`src/rtl/reset_source_pkg.sv`:
```
// package for the reset source controller: counts, config layout, flows
package reset_source_pkg;

    localparam int unsigned POR_RELEASE_CYCLES  = 1024;
    localparam int unsigned HARD_RELEASE_CYCLES = 512;
    localparam int unsigned SOFT_RELEASE_CYCLES = 515;
    localparam int unsigned CNT_W               = 11;
    localparam int unsigned HARD_CONFIG_W       = 32;
    localparam logic [HARD_CONFIG_W-1:0] HARD_CONFIG_RESET = 32'h0000_0000;

    // sampled strap group, fourteen levels in total
    typedef struct packed {
        logic       reset_config_select;
        logic       config_slave;
        logic       slave_sync;
        logic       slave_wide_port;
        logic [3:0] chip_identifier;
        logic [2:0] boot_mode;
        logic       watchdog_enable;
        logic [1:0] clock_mode_select;
    } strap_t;

    localparam strap_t STRAP_RESET = '0;

    // status bits: which sources caused the latest reset
    typedef struct packed {
        logic power_on;
        logic hard_ext;
        logic soft_ext;
        logic watchdog;
        logic bus_monitor;
        logic jtag;
    } cause_t;

    // reset outputs to the rest of the chip
    typedef struct packed {
        logic pll_reset;
        logic cores_reset;
        logic periph_reset;
        logic sys_config_reset;
    } domain_t;

    typedef enum logic [1:0] {
        FLOW_IDLE,
        FLOW_POR,
        FLOW_HARD,
        FLOW_SOFT
    } flow_t;

endpackage

```
`src/rtl/reset_source_controller.sv`:
```
// reset source controller: merges six reset sources into reset flows
//
// Behaviour
// power-on resets all, drives both pins
// straps latched only at power-on
// hard reset keeps soft reset asserted
// reset pins open-drain, also sensed
// hard reset drives pins, reloads config word
// external soft reset accepted only when idle
// soft reset drives soft pin, keeps config
// enabled watchdog expiry starts hard reset
// enabled bus monitor expiry starts hard reset
// jtag host command starts soft reset
// status records causes of latest reset
// strap sampling, pll reset only power-on
// config write windows depend on flow
// peripherals reset on every source
// board holds power-on input 16 clocks
// straps sampled at power-on release
// internal power-on ends 1024 clocks later
// hard pin released 512 after lock
// soft pin released 515 after lock
// power-on beats hard beats soft
`timescale 1ns/100ps

module reset_source_controller
    import reset_source_pkg::*;
(
    input  wire logic                     clk,
    input  wire logic                     rst_n,
    input  wire logic                     power_on_reset_n,
    input  wire logic                     hard_reset_n_in,
    output logic                          hard_reset_n_out,
    output logic                          hard_reset_n_oe,
    input  wire logic                     soft_reset_n_in,
    output logic                          soft_reset_n_out,
    output logic                          soft_reset_n_oe,
    input  wire logic                     watchdog_expired,
    input  wire logic                     watchdog_reset_enable,
    input  wire logic                     bus_monitor_expired,
    input  wire logic                     bus_monitor_reset_enable,
    input  wire logic                     jtag_soft_reset_req,
    input  wire logic                     system_pll_locked,
    input  wire strap_t                   strap_pins,
    input  wire logic                     hard_config_valid,
    input  wire logic [HARD_CONFIG_W-1:0] hard_config_word,
    output strap_t                        strap,
    output logic [HARD_CONFIG_W-1:0]      hard_config,
    output cause_t                        reset_cause,
    output domain_t                       domain_reset,
    output logic                          config_write_slave_ok,
    output logic                          config_write_bus_ok,
    output flow_t                         flow
);

    flow_t                    next_flow;
    logic [CNT_W-1:0]         count;
    logic [CNT_W-1:0]         next_count;
    logic                     por_wait;
    logic                     next_por_wait;
    logic                     hard_drive;
    logic                     next_hard_drive;
    logic                     soft_drive;
    logic                     next_soft_drive;
    logic                     por_prev;
    cause_t                   next_cause;
    strap_t                   next_strap;
    logic [HARD_CONFIG_W-1:0] next_hard_config;
    logic                     cfg_slave_ok;
    logic                     next_cfg_slave_ok;
    logic                     cfg_bus_ok;
    logic                     next_cfg_bus_ok;
    logic                     por_active;
    logic                     hard_req;
    logic                     soft_req;
    logic                     ext_hard;
    logic                     ext_soft;
    logic                     wd_req;
    logic                     bm_req;
    logic                     busy;

    assign por_active = !power_on_reset_n;
    assign wd_req     = watchdog_expired && watchdog_reset_enable;
    assign bm_req     = bus_monitor_expired && bus_monitor_reset_enable;
    assign busy       = (flow != FLOW_IDLE) || hard_drive || soft_drive;
    // pin sensed low while we are not driving: someone outside pulls it
    assign ext_hard   = !hard_reset_n_in && !hard_drive;
    assign ext_soft   = !soft_reset_n_in && !busy;
    assign hard_req   = ext_hard || wd_req || bm_req;
    assign soft_req   = ext_soft || jtag_soft_reset_req;

    always_comb
    begin
        next_flow         = flow;
        next_count        = count;
        next_por_wait     = por_wait;
        next_hard_drive   = hard_drive;
        next_soft_drive   = soft_drive;
        next_cause        = reset_cause;
        next_strap        = strap;
        next_hard_config  = hard_config;
        next_cfg_slave_ok = cfg_slave_ok;
        next_cfg_bus_ok   = cfg_bus_ok;
        if (por_active)
        begin
            next_flow         = FLOW_POR;
            next_por_wait     = 1'b1;
            next_count        = '0;
            next_hard_drive   = 1'b1;
            next_soft_drive   = 1'b1;
            next_cause        = '{power_on: 1'b1, default: 1'b0};
            next_hard_config  = HARD_CONFIG_RESET;
            next_cfg_slave_ok = 1'b1;
            next_cfg_bus_ok   = 1'b1;
        end
        else if (hard_req && flow != FLOW_POR && flow != FLOW_HARD)
        begin
            next_flow         = FLOW_HARD;
            next_count        = '0;
            next_hard_drive   = 1'b1;
            next_soft_drive   = 1'b1;
            next_cause        = '{hard_ext: ext_hard, watchdog: wd_req,
                                  bus_monitor: bm_req, default: 1'b0};
            next_cfg_slave_ok = 1'b0;
            next_cfg_bus_ok   = 1'b1;
        end
        else if (soft_req && flow == FLOW_IDLE)
        begin
            next_flow         = FLOW_SOFT;
            next_count        = '0;
            next_soft_drive   = 1'b1;
            next_cause        = '{soft_ext: ext_soft, jtag: jtag_soft_reset_req,
                                  default: 1'b0};
            next_cfg_slave_ok = 1'b0;
            next_cfg_bus_ok   = 1'b0;
        end
        else
        begin
            // one load path: the bus window output decides, so the two agree except in a hard flow started by a hard source, where only the bus window is open
            if (hard_config_valid && config_write_bus_ok)
            begin
                next_hard_config = hard_config_word;
            end
            case (flow)
                FLOW_POR:
                begin
                    if (por_prev)
                    begin
                        next_strap = strap_pins;
                    end
                    if (por_wait)
                    begin
                        next_count = count + 1'b1;
                        if (count == CNT_W'(POR_RELEASE_CYCLES - 1))
                        begin
                            next_por_wait = 1'b0;
                            next_count    = '0;
                        end
                    end
                    else
                    begin
                        next_flow = FLOW_HARD;
                    end
                end
                FLOW_HARD, FLOW_SOFT:
                begin
                    if (system_pll_locked)
                    begin
                        next_count = count + 1'b1;
                        if (count == CNT_W'(HARD_RELEASE_CYCLES - 1))
                        begin
                            next_hard_drive = 1'b0;
                        end
                        if (count == CNT_W'(SOFT_RELEASE_CYCLES - 1))
                        begin
                            next_soft_drive = 1'b0;
                            next_flow       = FLOW_IDLE;
                            next_count      = '0;
                        end
                    end
                end
                default:
                begin
                    next_count = '0;
                end
            endcase
        end
    end

    always_ff @(posedge clk)
    begin
        if (!rst_n)
        begin
            flow         <= FLOW_IDLE;
            count        <= '0;
            por_wait     <= 1'b0;
            hard_drive   <= 1'b0;
            soft_drive   <= 1'b0;
            por_prev     <= 1'b0;
            reset_cause  <= '0;
            strap        <= STRAP_RESET;
            hard_config  <= HARD_CONFIG_RESET;
            cfg_slave_ok <= 1'b0;
            cfg_bus_ok   <= 1'b0;
        end
        else
        begin
            flow         <= next_flow;
            count        <= next_count;
            por_wait     <= next_por_wait;
            hard_drive   <= next_hard_drive;
            soft_drive   <= next_soft_drive;
            por_prev     <= por_active;
            reset_cause  <= next_cause;
            strap        <= next_strap;
            hard_config  <= next_hard_config;
            cfg_slave_ok <= next_cfg_slave_ok;
            cfg_bus_ok   <= next_cfg_bus_ok;
        end
    end

    // open drain: data always low, enable pulls the pin
    assign hard_reset_n_out = 1'b0;
    assign soft_reset_n_out = 1'b0;
    assign hard_reset_n_oe  = hard_drive;
    // soft drive is set with every hard drive and outlives it
    assign soft_reset_n_oe  = soft_drive;

    assign domain_reset = '{pll_reset:        por_active || por_wait,
                            cores_reset:      soft_drive || hard_drive,
                            periph_reset:     soft_drive || hard_drive,
                            sys_config_reset: hard_drive};
    assign config_write_slave_ok = cfg_slave_ok && flow != FLOW_IDLE;
    assign config_write_bus_ok   = cfg_bus_ok && flow != FLOW_IDLE;

endmodule

```
`config.mk`:
```
export PLATFORM = sky130hd
export DESIGN_NAME = reset_source_controller
export DESIGN_NICKNAME = d
export VERILOG_FILES = /design/src/rtl/reset_source_pkg.sv /design/src/rtl/reset_source_controller.sv
export SDC_FILE = /design/constraint.sdc
export NUM_CORES = 1
export LEC_CHECK = 0
export BUFFER_PORTS_ARGS = -buffer_cell sky130_fd_sc_hd__buf_2
export CORE_MARGIN = 5
export CORE_UTILIZATION = 48
export CTS_CLUSTER_SIZE = 8
export DETAILED_ROUTE_END_ITERATION = 10
export PLACE_DENSITY = 0.89
export SLEW_MARGIN = 0
export SYNTH_ARGS = -nofsm -noshare
export SYNTH_HDL_FRONTEND = slang
export SYNTH_SLANG_ARGS = --single-unit
```
`constraint.sdc`:
```
create_clock -name clk -period 2.1 [get_ports clk]
set_input_delay 0.42 -clock clk [delete_from_list [all_inputs] [get_ports clk]]
set_output_delay 0.42 -clock clk [all_outputs]
set_load 0.01 [all_outputs]
```
==> metrics <==
max-slew violations=0; VDD IR-drop max=611 uV; clock root buffer=clkbuf_8; antenna-violating nets left=0; Rel. slew slack=58.2%; Clock Skew=0.00843 ns; DRC=0; # setup viols final=0; r2r setup slk=0.10 ns; H-tree levels=3; share of layout cells above drive strength 1=31.7%; number of global-route vias before repair=2762; Hold Fails Final Rpt=0; nets=538; non-filler cells, final=557; Post-Route WL=7900 um; Avg Vias per Cell=5.30; Worst Hold Class=input pin to flip-flop; post-synthesis cell type count=53; CTS hold repair buffers=0; die area=7770 um^2; CTS Buf Count=9; wire per inst=14.2 um; initial antenna violation count=0; Startpoint Class=flip-flop; die height=88.2 um; first-pass GRT wire length=12400 um; CTS tree=built; placed cells=542; Place WS=0.0859 ns; status=complete, no violations; Die X=88.2 um; Area Growth Syn to Fin=28.5%; Critical Path RT=2.33 ns; Critical Path End Type=flip-flop; cell area after layout=3770 um^2; most common cell after layout, fill and taps aside=buf_2; Crit Path Max Fanout=7; GP Congestion=0.909; Area after DPL=3560 um^2; n_diodes=0; CP Data Arrival Time=2.23 ns; max_cap viols=0; FP Rows=28; Layout fillers=513; register area=1400 um^2; Syn Inst Count=364; critical path type=flip-flop to flip-flop; P per Cell Area=751 nW/um^2; via count=2950; #FFs+latches synth=70; Avg Inst Size Synth=8.06 um^2; Final period util=95.1%; min Tclk post-route=2.00 ns; dpl hpwl=5900 um; IO Count=122; LEAKAGE=1.63 nW; core area=5920 um^2; Cell Area, Synth=2930 um^2; Max clock buf depth=2; Total GRT Usage=20.4%; Initial Util=49.5%; Worst Tran Pin Value=0.622 ns; DRT Pass-1 Iters=4; Clock Sinks=70; RSZ-0062 raised after global routing=true; Clk Latency, worst-skew pair=0.34 ns; multi-input logic area=1400 um^2; largest net degree at the start of global routing=33; initial drt markers=157; Ys Warns=0; maximum clock rate=501 MHz; most frequent cells in the layout=119 x buf_2, 115 x nand2_1, 69 x dfxtp_1; sequential share of the synthesized area=47.8%; setup ws final=0.102 ns; GRT overflow=0; Reg clk slew, reported paths=0.07 ns; Pwr Total=2.83 mW; IO buf count=119
timing repair:
item / 4_1_cts / 5_1_grt
buffers inserted: 0 / 0
resized for setup: 0 / 2
setup endpoints to repair: 0 / 8
metal layers:
metal,GRT usage [%],routed length (um)
met5,0,0
met1,24.5,3220
met4,13.6,283
met2,31.1,3560
met3,6.77,841
cell usage after synthesis, drive strengths merged:
cell type | number | area [um^2]
o2111ai | 1 | 26.3
a31o | 1 | 8.76
dfxtp | 70 | 1400
o22ai | 1 | 12.5
nor2 | 12 | 47.6
o31ai | 1 | 7.51
a22oi | 2 | 20.0
or4b | 2 | 20.0
a31oi | 6 | 37.5
or3 | 1 | 6.26
a21o | 2 | 16.3
a21oi | 55 | 275
nor4 | 3 | 18.8
o211a | 1 | 10.0
conb | 1 | 3.75
and2b | 2 | 16.3
nor3 | 7 | 35.0
o211ai | 2 | 15.0
nand2b | 2 | 20.0
o41a | 1 | 11.3
clkbuf | 12 | 55.1
a32o | 2 | 20.0
nor2b | 3 | 26.3
a311oi | 1 | 8.76
nand2 | 116 | 438
and3 | 5 | 32.5
nand3 | 6 | 30.0
or2 | 2 | 12.5
or3b | 1 | 8.76
and2 | 5 | 32.5
nand4 | 3 | 18.8
buf | 9 | 63.8
xor2 | 1 | 8.76
o21ai | 9 | 48.8
a21bo | 1 | 10.0
inv | 6 | 22.5
a22o | 7 | 61.3
ha | 2 | 25.0
critical path: stages, from the launching register on:
cell	delay, ns
dfxtp_1	0.39
ha_2	0.22
nand4_1	0.14
o41a_1	0.44
o2111ai_4	0.31
o21ai_0	0.15
a22o_1	0.25
cells by family (layout without fill, tap and decap cells):
kind of cell,count (synthesis),count (layout),share of synthesized area [%]
compound gates,93,93,20.1
xor+xnor,1,1,0.299
flops,70,70,47.8
other cells,1,2,0.128
buf+inv,27,144,4.82
simple gates,170,170,26.0
fa+ha+maj,2,2,0.853
path summary, 6_finish.rpt:
kind,start,depth (start not counted),endpoint
max,count[0],6,count[5]
min,hard_config_word[22],3,hard_config[22]
max reg2reg,count[0],6,count[5]
min reg2reg,hard_config[24],2,hard_config[24]
area by class of cell:
type | count | share of cell area [%]
sequential | 70 | 37.2
multi-input combinational | 268 | 37.0
timing repair buffer | 123 | 17.3
clock buffer | 11 | 3.48
tap | 75 | 2.49
clock inverter | 4 | 1.92
inverter | 6 | 0.597
report_power, final:
| part | switching (mW) | internal (mW) | leakage (nW) |
|---|---|---|---|
| registers | 0.0246 | 1.36 | 0.568 |
| logic | 0.183 | 0.130 | 0.968 |
| clock network | 0.474 | 0.661 | 0.0994 |
per-stage QoR:
step                hold slack (ns)  TNS, ns  utilization [%]
global placement              0.439        0             60.2
finish                        0.308        0             63.7
floorplan                     0.432        0                -
detailed placement            0.444        0             60.2
CTS                           0.292        0             63.6
global route                  0.304  -0.0145             63.7
state kept, by name, indices dropped and copies added (netlist names):
signal	count
soft_reset_n_oe	1
hard_reset_n_oe	1
hard_config	32
count	11
flow	2
reset_cause	6
por_prev	1
strap	14
cfg_bus_ok	1
por_wait	1
Power figures use the tool's default switching activity.
